==> config.mk <==
export PLATFORM = sky130hd
export DESIGN_NAME = cpu_regs
export DESIGN_NICKNAME = d
export VERILOG_FILES = /design/src/rtl/cpu_regs_pkg.sv /design/src/rtl/cpu_regs.sv
export VERILOG_INCLUDE_DIRS = /design/src /design/src/rtl
export SDC_FILE = /design/constraint.sdc
export NUM_CORES = 2
export LEC_CHECK = 0
export CORE_UTILIZATION = 40
export CTS_BUF_LIST = sky130_fd_sc_hd__clkbuf_16
export CTS_CLUSTER_DIAMETER = 100
export CTS_CLUSTER_SIZE = 25
export DETAILED_ROUTE_END_ITERATION = 8
export DONT_BUFFER_PORTS = 1
export SYNTH_ARGS = -nofsm -noshare
export SYNTH_HDL_FRONTEND = slang
export SYNTH_SLANG_ARGS = --single-unit
==> constraint.sdc <==
create_clock -name I_MCLK -period 59.6 [get_ports I_MCLK]
set_clock_uncertainty 0.15 [all_clocks]
set_input_delay 5.96 -clock I_MCLK [delete_from_list [all_inputs] [get_ports I_MCLK]]
set_output_delay 5.96 -clock I_MCLK [all_outputs]
set_load 0.01 [all_outputs]
==> src/rtl/cpu_regs_regs.svh <==
// register numbers, field positions and reset values of the cpu register file
// Function
// - thirty-two general registers, each usable as data or address operand.
// - general register 0 always reads zero; writes to it are ignored.
// - short load/store use general register 30 as implicit base.
// - program counter keeps 26 bits; bits 31 to 26 read zero.
// - carry out of program counter bit 25 is discarded on add.
// - program counter bit 0 is always zero.
// - system register chosen by number; load writes it, store reads it.
// - system numbers 0-5 and 16-20 map to the named registers.
// - interrupt source register is readable but not writable.
// - system numbers 6-15 and 21-31 are reserved.
// - debug save registers take writes only during the debug trap.
// - bit 0 of a saved return pc is dropped on return.
// - one copy only of the interrupt return pc and status.
// - every register except the program counter (26 bits) is 32 bits wide.
`ifndef CPU_REGS_REGS_SVH
`define CPU_REGS_REGS_SVH
`define SR_IRQ_RETURN_PC 5'h00
`define SR_IRQ_SAVED_STATUS 5'h01
`define SR_NMI_RETURN_PC 5'h02
`define SR_NMI_SAVED_STATUS 5'h03
`define SR_INTERRUPT_SOURCE_CODE 5'h04
`define SR_PROCESSOR_STATUS_WORD 5'h05
`define SR_TABLE_CALL_RETURN_PC 5'h10
`define SR_TABLE_CALL_SAVED_STATUS 5'h11
`define SR_DEBUG_RETURN_PC 5'h12
`define SR_DEBUG_SAVED_STATUS 5'h13
`define SR_TABLE_CALL_BASE_POINTER 5'h14
`define GPR_ZERO 5'h00
`define GPR_ELEMENT_BASE 5'h1e
`define PC_VALID_BITS 26
`define PSW_RESET 32'h00000020
`define PC_RESET 32'h00000000
`define REG_RESET 32'h00000000
`endif

==> src/rtl/cpu_regs_pkg.sv <==
// types shared by the cpu register file
package cpu_regs_pkg;
  typedef logic [31:0] word_type;
  typedef logic [4:0] regnum_type;
  // how the program counter is updated this cycle
  typedef enum logic [1:0] {
    PC_HOLD = 2'b00,
    PC_ADD = 2'b01,
    PC_LOAD = 2'b11,
    PC_RETURN = 2'b10
  } pc_op_type;
  // which saved pc a return reloads
  typedef enum logic [1:0] {
    RET_IRQ = 2'b00,
    RET_NMI = 2'b01,
    RET_TABLE = 2'b11,
    RET_DEBUG = 2'b10
  } ret_src_type;
endpackage

==> src/rtl/cpu_regs.sv <==
// program and system register file of the cpu
`timescale 1ns/1ps
`include "cpu_regs_regs.svh"
module cpu_regs
  import cpu_regs_pkg::*;
#(
  parameter int WIDTH = 32,
  parameter int NUM_GPR = 32
) (
  input wire logic I_MCLK,
  input wire logic I_RST,
  // general register ports: two reads, one write
  input wire logic [4:0] I_GPR_RADDR_A,
  input wire logic [4:0] I_GPR_RADDR_B,
  input wire logic I_SHORT_MEM_INSTR,
  input wire logic I_GPR_WE,
  input wire logic [4:0] I_GPR_WADDR,
  input wire logic [31:0] I_GPR_WDATA,
  // program counter control
  input wire logic [1:0] I_PC_OP,
  input wire logic [31:0] I_PC_OPERAND,
  input wire logic [1:0] I_RET_SRC,
  // system register access
  input wire logic I_LOAD_SYSREG_INSTR,
  input wire logic I_STORE_SYSREG_INSTR,
  input wire logic [4:0] I_SYSREG_NUM,
  input wire logic [31:0] I_SYSREG_WDATA,
  input wire logic I_DEBUG_TRAP_INSTR,
  // hardware updates of the interrupt source and status word
  input wire logic I_ISRC_WE,
  input wire logic [31:0] I_ISRC_DATA,
  input wire logic I_PSW_HW_WE,
  input wire logic [31:0] I_PSW_HW_DATA,
  output logic [31:0] O_GPR_RDATA_A,
  output logic [31:0] O_GPR_RDATA_B,
  output logic [31:0] O_PC,
  output logic [31:0] O_SYSREG_RDATA,
  output logic [31:0] O_PSW
);

  // ==========================================================================
  // general registers
  // ==========================================================================
  word_type gpr_reg [NUM_GPR];
  regnum_type raddr_a;
  word_type rdata_a_next;
  word_type rdata_b_next;
  logic gpr_wr_ok;

  // short-format memory access reads the element base register implicitly
  assign raddr_a = I_SHORT_MEM_INSTR ? `GPR_ELEMENT_BASE
    : I_GPR_RADDR_A;

  // a write to the zero register is dropped here, so it never lands
  assign gpr_wr_ok = I_GPR_WE && I_GPR_WADDR != `GPR_ZERO;

  always_ff @(posedge I_MCLK or posedge I_RST) begin
    if (I_RST) begin
      for (int i = 0; i < NUM_GPR; i++) begin
        gpr_reg[i] <= `REG_RESET;
      end
    end else if (gpr_wr_ok) begin
      gpr_reg[I_GPR_WADDR] <= I_GPR_WDATA;
    end
  end

  // reads bypass a same-cycle write so the pipeline sees the newest value
  always_comb begin
    if (raddr_a == `GPR_ZERO) begin
      rdata_a_next = '0;
    end else if (I_GPR_WE && I_GPR_WADDR == raddr_a) begin
      rdata_a_next = I_GPR_WDATA;
    end else begin
      rdata_a_next = gpr_reg[raddr_a];
    end
  end

  always_comb begin
    if (I_GPR_RADDR_B == `GPR_ZERO) begin
      rdata_b_next = '0;
    end else if (I_GPR_WE && I_GPR_WADDR == I_GPR_RADDR_B) begin
      rdata_b_next = I_GPR_WDATA;
    end else begin
      rdata_b_next = gpr_reg[I_GPR_RADDR_B];
    end
  end

  always_ff @(posedge I_MCLK or posedge I_RST) begin
    if (I_RST) begin
      O_GPR_RDATA_A <= '0;
    end else begin
      O_GPR_RDATA_A <= rdata_a_next;
    end
  end

  always_ff @(posedge I_MCLK or posedge I_RST) begin
    if (I_RST) begin
      O_GPR_RDATA_B <= '0;
    end else begin
      O_GPR_RDATA_B <= rdata_b_next;
    end
  end

  // ==========================================================================
  // system registers
  // ==========================================================================
  // single copy of each; nested interrupts must save them in software
  word_type irq_return_pc_reg;
  word_type irq_saved_status_reg;
  word_type nmi_return_pc_reg;
  word_type nmi_saved_status_reg;
  word_type interrupt_source_code_reg;
  word_type processor_status_word_reg;
  word_type table_call_return_pc_reg;
  word_type table_call_saved_status_reg;
  word_type debug_return_pc_reg;
  word_type debug_saved_status_reg;
  word_type table_call_base_pointer_reg;
  logic ld;
  word_type sysreg_rdata_next;

  assign ld = I_LOAD_SYSREG_INSTR;

  // ==========================================================================
  // load strobes
  // ==========================================================================
  // one strobe per writable number; 4 and the reserved numbers get none
  logic ld_irq_pc;
  logic ld_irq_st;
  logic ld_nmi_pc;
  logic ld_nmi_st;
  logic ld_status;
  logic ld_tc_pc;
  logic ld_tc_st;
  logic ld_tc_base;
  logic ld_dbg;
  logic ld_dbg_pc;
  logic ld_dbg_st;

  assign ld_irq_pc = ld && I_SYSREG_NUM == `SR_IRQ_RETURN_PC;
  assign ld_irq_st = ld && I_SYSREG_NUM == `SR_IRQ_SAVED_STATUS;
  assign ld_nmi_pc = ld && I_SYSREG_NUM == `SR_NMI_RETURN_PC;
  assign ld_nmi_st = ld && I_SYSREG_NUM == `SR_NMI_SAVED_STATUS;
  assign ld_status = ld && I_SYSREG_NUM == `SR_PROCESSOR_STATUS_WORD;
  assign ld_tc_pc = ld && I_SYSREG_NUM == `SR_TABLE_CALL_RETURN_PC;
  assign ld_tc_st = ld && I_SYSREG_NUM == `SR_TABLE_CALL_SAVED_STATUS;
  assign ld_tc_base = ld && I_SYSREG_NUM == `SR_TABLE_CALL_BASE_POINTER;

  // debug save registers only accept a load inside the debug trap
  assign ld_dbg = ld && I_DEBUG_TRAP_INSTR;
  assign ld_dbg_pc = ld_dbg && I_SYSREG_NUM == `SR_DEBUG_RETURN_PC;
  assign ld_dbg_st = ld_dbg && I_SYSREG_NUM == `SR_DEBUG_SAVED_STATUS;

  // ==========================================================================
  // saved registers
  // ==========================================================================
  always_ff @(posedge I_MCLK or posedge I_RST) begin
    if (I_RST) begin
      irq_return_pc_reg <= `REG_RESET;
    end else if (ld_irq_pc) begin
      irq_return_pc_reg <= I_SYSREG_WDATA;
    end
  end

  always_ff @(posedge I_MCLK or posedge I_RST) begin
    if (I_RST) begin
      irq_saved_status_reg <= `REG_RESET;
    end else if (ld_irq_st) begin
      irq_saved_status_reg <= I_SYSREG_WDATA;
    end
  end

  always_ff @(posedge I_MCLK or posedge I_RST) begin
    if (I_RST) begin
      nmi_return_pc_reg <= `REG_RESET;
    end else if (ld_nmi_pc) begin
      nmi_return_pc_reg <= I_SYSREG_WDATA;
    end
  end

  always_ff @(posedge I_MCLK or posedge I_RST) begin
    if (I_RST) begin
      nmi_saved_status_reg <= `REG_RESET;
    end else if (ld_nmi_st) begin
      nmi_saved_status_reg <= I_SYSREG_WDATA;
    end
  end

  always_ff @(posedge I_MCLK or posedge I_RST) begin
    if (I_RST) begin
      table_call_return_pc_reg <= `REG_RESET;
    end else if (ld_tc_pc) begin
      table_call_return_pc_reg <= I_SYSREG_WDATA;
    end
  end

  always_ff @(posedge I_MCLK or posedge I_RST) begin
    if (I_RST) begin
      table_call_saved_status_reg <= `REG_RESET;
    end else if (ld_tc_st) begin
      table_call_saved_status_reg <= I_SYSREG_WDATA;
    end
  end

  always_ff @(posedge I_MCLK or posedge I_RST) begin
    if (I_RST) begin
      table_call_base_pointer_reg <= `REG_RESET;
    end else if (ld_tc_base) begin
      table_call_base_pointer_reg <= I_SYSREG_WDATA;
    end
  end

  always_ff @(posedge I_MCLK or posedge I_RST) begin
    if (I_RST) begin
      debug_return_pc_reg <= `REG_RESET;
    end else if (ld_dbg_pc) begin
      debug_return_pc_reg <= I_SYSREG_WDATA;
    end
  end

  always_ff @(posedge I_MCLK or posedge I_RST) begin
    if (I_RST) begin
      debug_saved_status_reg <= `REG_RESET;
    end else if (ld_dbg_st) begin
      debug_saved_status_reg <= I_SYSREG_WDATA;
    end
  end

  // ==========================================================================
  // hardware-updated registers
  // ==========================================================================
  // interrupt source is written only by hardware, never by a load
  always_ff @(posedge I_MCLK or posedge I_RST) begin
    if (I_RST) begin
      interrupt_source_code_reg <= `REG_RESET;
    end else if (I_ISRC_WE) begin
      interrupt_source_code_reg <= I_ISRC_DATA;
    end
  end

  // software load wins over a hardware flag update in the same cycle
  always_ff @(posedge I_MCLK or posedge I_RST) begin
    if (I_RST) begin
      processor_status_word_reg <= `PSW_RESET;
    end else if (ld_status) begin
      processor_status_word_reg <= I_SYSREG_WDATA;
    end else if (I_PSW_HW_WE) begin
      processor_status_word_reg <= I_PSW_HW_DATA;
    end
  end

  // ==========================================================================
  // read path
  // ==========================================================================
  always_comb begin
    sysreg_rdata_next = '0;
    case (I_SYSREG_NUM)
      `SR_IRQ_RETURN_PC: sysreg_rdata_next = irq_return_pc_reg;
      `SR_IRQ_SAVED_STATUS: sysreg_rdata_next = irq_saved_status_reg;
      `SR_NMI_RETURN_PC: sysreg_rdata_next = nmi_return_pc_reg;
      `SR_NMI_SAVED_STATUS: sysreg_rdata_next = nmi_saved_status_reg;
      `SR_INTERRUPT_SOURCE_CODE: begin
        sysreg_rdata_next = interrupt_source_code_reg;
      end
      `SR_PROCESSOR_STATUS_WORD: begin
        sysreg_rdata_next = processor_status_word_reg;
      end
      `SR_TABLE_CALL_RETURN_PC: sysreg_rdata_next = table_call_return_pc_reg;
      `SR_TABLE_CALL_SAVED_STATUS: begin
        sysreg_rdata_next = table_call_saved_status_reg;
      end
      `SR_DEBUG_RETURN_PC: sysreg_rdata_next = debug_return_pc_reg;
      `SR_DEBUG_SAVED_STATUS: sysreg_rdata_next = debug_saved_status_reg;
      `SR_TABLE_CALL_BASE_POINTER: begin
        sysreg_rdata_next = table_call_base_pointer_reg;
      end
      default: sysreg_rdata_next = '0;
    endcase
  end

  // read data holds its last value between store instructions
  always_ff @(posedge I_MCLK or posedge I_RST) begin
    if (I_RST) begin
      O_SYSREG_RDATA <= '0;
    end else if (I_STORE_SYSREG_INSTR) begin
      O_SYSREG_RDATA <= sysreg_rdata_next;
    end
  end

  always_ff @(posedge I_MCLK or posedge I_RST) begin
    if (I_RST) begin
      O_PSW <= `PSW_RESET;
    end else if (ld_status) begin
      O_PSW <= I_SYSREG_WDATA;
    end else if (I_PSW_HW_WE) begin
      O_PSW <= I_PSW_HW_DATA;
    end
  end

  // ==========================================================================
  // program counter
  // ==========================================================================
  logic [`PC_VALID_BITS-1:0] pc_reg;
  logic [`PC_VALID_BITS-1:0] pc_next;
  word_type ret_pc;

  always_comb begin
    case (ret_src_type'(I_RET_SRC))
      RET_IRQ: ret_pc = irq_return_pc_reg;
      RET_NMI: ret_pc = nmi_return_pc_reg;
      RET_TABLE: ret_pc = table_call_return_pc_reg;
      RET_DEBUG: ret_pc = debug_return_pc_reg;
      default: ret_pc = irq_return_pc_reg;
    endcase
  end

  // the sum is cut to 26 bits, so a carry out of bit 25 is lost
  always_comb begin
    case (pc_op_type'(I_PC_OP))
      PC_HOLD: pc_next = pc_reg;
      PC_ADD: pc_next = pc_reg + I_PC_OPERAND[`PC_VALID_BITS-1:0];
      PC_LOAD: pc_next = I_PC_OPERAND[`PC_VALID_BITS-1:0];
      PC_RETURN: pc_next = ret_pc[`PC_VALID_BITS-1:0];
      default: pc_next = pc_reg;
    endcase
    pc_next[0] = 1'b0;
  end

  always_ff @(posedge I_MCLK or posedge I_RST) begin
    if (I_RST) begin
      pc_reg <= `PC_VALID_BITS'(`PC_RESET);
    end else begin
      pc_reg <= pc_next;
    end
  end

  always_ff @(posedge I_MCLK or posedge I_RST) begin
    if (I_RST) begin
      O_PC <= `PC_RESET;
    end else begin
      O_PC <= {{(WIDTH - `PC_VALID_BITS){1'b0}}, pc_next};
    end
  end

endmodule // cpu_regs

== Yosys cells after proc, flatten, opt, wreduce, memory -nomap -nowiden ==
Cells that the tools add are included.

* Input port bits: 193
* Memories kept: 0
* Flip-flop bits (word level): 1497
* Latch bits: 0
* Memory bits (read-only): 0
* RAM bits: 0

* $mul: 0
* Shift operators: 0
* Bitwise logic cells: 3
* Reduce and logical (&&, ||, !) cells: 22
* Divide/modulo/power cells: 0
* Order comparisons: 4
* Add/sub/neg operators: 1
* Multiplexer cells: 19
* Equality and inequality tests: 18

{| class="wikitable"
|+ Operators by type and width
! operator !! count
|-
| bitwise mux 1024 bit || 1
|-
| two-way mux 32 bit || 11
|-
| case mux 32 bit (11 select lines) || 1
|-
| binary-select mux 32 bit (select 5 bit) || 2
|-
| case mux 26 bit (4 select lines) || 2
|-
| demux 32 bit (select 5 bit) || 1
|-
| adder 26 bit || 1
|-
| equality test 5 bit (second input constant) || 5
|-
| greater-or-equal comparator 6 bit (second input constant) || 3
|-
| inverter 5 -> 6 bit || 3
|-
| logical AND 1 bit || 15
|-
| zero test 5 bit || 3
|-
| equality test 5 x 2 -> 1 bit (second input constant) || 2
|-
| equality test 5 x 3 -> 1 bit (second input constant) || 2
|-
| equality test 5 bit || 2
|-
| equality test 2 bit (second input constant) || 4
|-
| < comparator 6 x 1 -> 1 bit (second input constant) || 1
|-
| equality test 5 x 1 -> 1 bit (second input constant) || 1
|-
| two-way mux 5 bit || 1
|-
| nonzero test 5 bit || 1
|-
| equality test 2 x 1 -> 1 bit (second input constant) || 2
|-
| zero test 2 bit || 2
|-
| nonzero test 2 bit || 1
|}

== Logic depth before layout (Yosys ltp) ==
* Word-level depth: 7
* Mapped depth: 14

== Least setup slack after synthesis ==
OpenSTA, ideal clock, no wires.

* Path type: input-to-reg
* Start: input I_PC_OPERAND[1]
* End: register pc_reg[19]
* Cell stages on the path: 11
* Required time: 59.311 ns
* Path buffers: 0
* Slack: 51.135 ns
* Arrival: 8.176 ns
* Path through: ha_1 inv_1 fa_1 nand2b_1 and2_1 o221a_2 o21ai_2 a31oi_1 o21ai_0 xor2_1 mux4_2

* Cells in the longest elaborated chain, start to end: 2

{| class="wikitable"
|+ Ends and longest elaborated chain
! what !! RTL line !! source
|-
| from (decl) || cpu_regs.sv:21 || <nowiki>input wire logic [31:0] I_PC_OPERAND,</nowiki>
|-
| adder 26 bit || cpu_regs.sv:321 || <nowiki>PC_ADD: pc_next = pc_reg + I_PC_OPERAND[`PC_VALID_BITS-1:0];</nowiki>
|-
| case mux 26 bit (4 select lines) || cpu_regs.sv:319 || <nowiki>case (pc_op_type'(I_PC_OP))</nowiki>
|-
| to (signal assigned) || cpu_regs.sv:331 || <nowiki>pc_reg <= `PC_VALID_BITS'(`PC_RESET);</nowiki>
|-
| to (signal assigned) || cpu_regs.sv:333 || <nowiki>pc_reg <= pc_next;</nowiki>
|-
| to (decl) || cpu_regs.sv:303 || <nowiki>logic [`PC_VALID_BITS-1:0] pc_reg;</nowiki>
|}

Every way passes these cells.
A chain may end at the register's enable or synchronous reset.

== Worst setup path after layout ==
* Start: input I_GPR_RADDR_A[2]
* End: register O_GPR_RDATA_A[11]

* Cells in the longest elaborated chain, start to end: 7
* Elaborated cells between the ends (all ways): 10

{| class="wikitable"
|+ Ends and longest elaborated chain
! what !! RTL line !! source
|-
| from (decl) || cpu_regs.sv:13 || <nowiki>input wire logic [4:0] I_GPR_RADDR_A,</nowiki>
|-
| two-way mux 5 bit * || cpu_regs.sv:51 || <nowiki>assign raddr_a = I_SHORT_MEM_INSTR ? `GPR_ELEMENT_BASE</nowiki>
|-
| inverter 5 -> 6 bit (not written as such) || cpu_regs.sv:74 || <nowiki>rdata_a_next = gpr_reg[raddr_a];</nowiki>
|-
| binary-select mux 32 bit (select 5 bit) || cpu_regs.sv:74 ||
|-
| two-way mux 32 bit (not written as such) (2 in series) || cpu_regs.sv:74 ||
|-
| two-way mux 32 bit || cpu_regs.sv:71 || <nowiki>end else if (I_GPR_WE && I_GPR_WADDR == raddr_a) begin</nowiki>
|-
| two-way mux 32 bit * || cpu_regs.sv:69 || <nowiki>if (raddr_a == `GPR_ZERO) begin</nowiki>
|-
| via rdata_a_next[11] || cpu_regs.sv:46 || <nowiki>word_type rdata_a_next;</nowiki>
|-
| to (signal assigned) || cpu_regs.sv:92 || <nowiki>O_GPR_RDATA_A <= rdata_a_next;</nowiki>
|-
| to (decl) || cpu_regs.sv:34 || <nowiki>output logic [31:0] O_GPR_RDATA_A,</nowiki>
|}

Mark *: on every way through the listed nets, which the timed path passes. The rest lies on a longest branch. The select of a mux whose other input is x is not followed.

==> impl_metrics.tcl <==
set metrics [dict create \
    die_area_um2 193000 \
    cts_buffer_depth 3 \
    cts_tree "done" \
    cts_max_level 3 \
    cts_setup_buffers 0 \
    cp_slowest_cell "nor2_4" \
    r2r-start "pc_reg[1]" \
    postCtsHoldBufs 0 \
    area_growth_pct 5.67 \
    power.leakage_nw 34.3 \
    first_global_vias 50300 \
    multi_input_area_um2 36800 \
    die_h_um 440 \
    regToRegEndpoint "pc_reg[23]" \
    dr.pass1.iters 5 \
    ir_drop_v 0.0000243 \
    rrSetupSlack_ns 56.10 \
    cp-start-kind "input port" \
    insertion_delay_ns 0.75 \
    gp_congestion 0.810 \
    wirelength_mm 250 \
    routed_via_density 6.35 \
    worst_pin_slew_ns 1.28 \
    worstSetupPathType "in2reg" \
    drv_cap 0 \
    max_stage_delay_ns 0.89 \
    min_path_cells 0 \
    power_density_nw_per_um2 31.2 \
    fmax_mhz 97.0 \
    final_nets 5404 \
    vias 49100 \
    track_usage_pct 25.7 \
    r2r.worst_path.cells 12 \
    ant_nets 0 \
    clk_pin_slew_ns 0.10 \
    synth_commonest_cells "dfrtp_1, mux2_2, mux4_2" \
    wl_per_cell_um 32.3 \
    netlist.top_cell.by_area "dfrtp_1" \
    core_area_um2 190000 \
    synth_edf_count 0 \
    drt_first_iter_violations 4353 \
    status "finished, final reports clean" \
    worstPathCellList "nor2_4 > buf_4 > buf_4 > buf_4 > mux4_2 > mux4_2 > nor2_1 > a311oi_1 > a21oi_1 > nor2_1" \
    rows 160 \
    worstPathArrival_ns 10.78 \
    required_ns 60.07 \
    ios 353 \
    synth_area_leaders "dfrtp_1, mux2_2, mux4_2, mux2i_1, clkbuf_1" \
    synth.most_common_cell "dfrtp_1" \
    seq_area_um2 37500 \
    timing.hold.ws_ns 0.257 \
    postCtsResizedCells 0 \
    min_period_ns 10.31 \
    start_util_pct 40.3 \
    yosysUniqueCellTypes 67 \
    final_util_pct 42.6 \
    layout_worst_path_cycle_share_pct 17.3 \
    synth_top_cell_area_share_pct 48.9 \
    syn_avg_cell_area_um2 13.7 \
    grt_overflow 0 \
    async_reset_ff_share_pct 100 \
    finalSetupViolations 0 \
    ys.flop_type "dfrtp_1" \
    ys_warn_count 0 \
    drive_gt1_share_pct 40.1 \
    netlist_area_um2 76600 \
    hpwl_mm 140 \
    largest_register_ffs 1024 \
    rsz0062_at_grt "no" \
    endpoint_kind "register" \
    crit_top_cell "buf_4" \
    die_w_um 440 \
    grt_max_degree 259 \
    hold_start "gpr_reg[1011]" \
    crit_fanout 52 \
    grt_pass1_wl_mm 364 \
    ys_seq_elements 1497 \
    ctsRootBufferMaster "clkbuf_16" \
    finalSetupTns_ns 0 \
    slew_headroom_pct 14.4 \
    hold_class "reg2reg" \
    netlist_instances 5609 \
    portBuffers 0 \
    clkSinkCount 1497 \
    maxSlewViolCount 0 \
    synth-seq-area-share_pct 48.9 \
    hold_viol_final 0 \
    numCtsBuffers 79 \
    whs_endpoint "gpr_reg[1011]" \
    antenna_found_initial 13 \
    post-route-drc-count 0 \
    fillCellCount 17200 \
]
## report_power, final
group / total (mW) / internal, mW / switching, mW
clock network: 0.655 / 0.281 / 0.374
logic: 0.517 / 0.314 / 0.203
registers: 1.35 / 1.20 / 0.152
total: 2.53 / 1.80 / 0.728
## worst max-delay path, delay by kind of cell
| family | cells | cell delay (ns) |
|---|---|---|
| AO/OA/AOI/OAI | 2 | 0.48 |
| buffers and inverters | 3 | 1.99 |
| multiplexers | 2 | 1.06 |
| AND/OR/NAND/NOR | 3 | 1.15 |
## kinds of logic (layout without fill, tap and decap cells)
group           count (synthesis)  in the layout  share of synthesized area [%]
flops                        1497           1497                           48.9
mux                          2005           2005                           36.6
fa+ha+maj                      25             25                          0.418
xor+xnor                       26             26                          0.297
buf+inv                       653            259                           3.49
simple gates                  707            707                           3.97
other cells                     1             10                        0.00489
compound gates                695            695                           6.29
## placed cells by master (no fill, tap or decap), types with 9 or more instances in the layout
cell	netlist	layout
dfrtp_1	1496	1496
mux2_2	1306	1306
mux4_2	508	508
nand2_1	319	297
a21oi_1	191	190
mux2i_1	178	178
nor2_1	203	177
buf_4	13	92
o21ai_0	82	82
clkbuf_16	0	82
nand3_1	73	71
o22ai_1	67	67
a221o_1	62	62
a221oi_1	57	57
a211oi_1	55	55
inv_1	46	50
a22oi_1	47	47
o221ai_1	32	32
a311oi_1	30	30
nor2_4	0	28
and3_1	28	26
a22o_1	26	26
ha_1	24	24
nand2_2	0	22
nor2b_1	21	20
xor2_1	13	13
xnor2_1	13	13
mux2_1	13	13
a21o_1	11	11
nor3_1	12	10
nand2b_1	10	9
## how the worst max path moves through the flow
stage / start / slack (ns) / endpoint / cells past startpoint
6_report: I_GPR_RADDR_A[2] / 49.29 / O_GPR_RDATA_A[11] / 10
5_1_grt: I_GPR_RADDR_A[2] / 49.32 / O_GPR_RDATA_A[10] / 10
4_1_cts: I_SHORT_MEM_INSTR / 49.42 / O_GPR_RDATA_A[11] / 10
3_5_place_dp: I_SHORT_MEM_INSTR / 48.61 / O_GPR_RDATA_A[11] / 10
3_3_place_gp: I_SHORT_MEM_INSTR / 48.62 / O_GPR_RDATA_A[10] / 10
2_1_floorplan: I_RST / 11.26 / O_GPR_RDATA_A[0] / 1
## per-stage QoR
step	worst slack [ns]	std cells	instance area [µm²]	power [mW]
4_1_cts	49.42	7732	81000	2.54
3_3_place_gp	48.62	7616	78400	1.87
2_1_floorplan	11.26	5615	76600	1.77
5_1_grt	49.32	7734	81000	2.64
6_report	49.29	7735	81000	2.53
3_5_place_dp	48.61	7616	78400	1.89
## routing by layer
metal	routed length [µm]	track usage, %	vias up
met5	100	0	-
met4	9100	8.73	14
met3	19800	5.67	453
met2	121000	42.5	1949
met1	99800	33.3	26500
li1	-	-	20200
## area by class of cell
class | count | share of cell area [%]
Tap cell | 2511 | 3.88
Timing Repair Buffer | 97 | 0.977
Sequential cell | 1497 | 46.3
Multi-Input combinational cell | 3465 | 45.5
Inverter | 46 | 0.223
Clock inverter | 34 | 0.600
Antenna cell | 3 | 0.00927
Clock buffer | 82 | 2.53
Note: power is estimated with default switching activity, not from simulation.
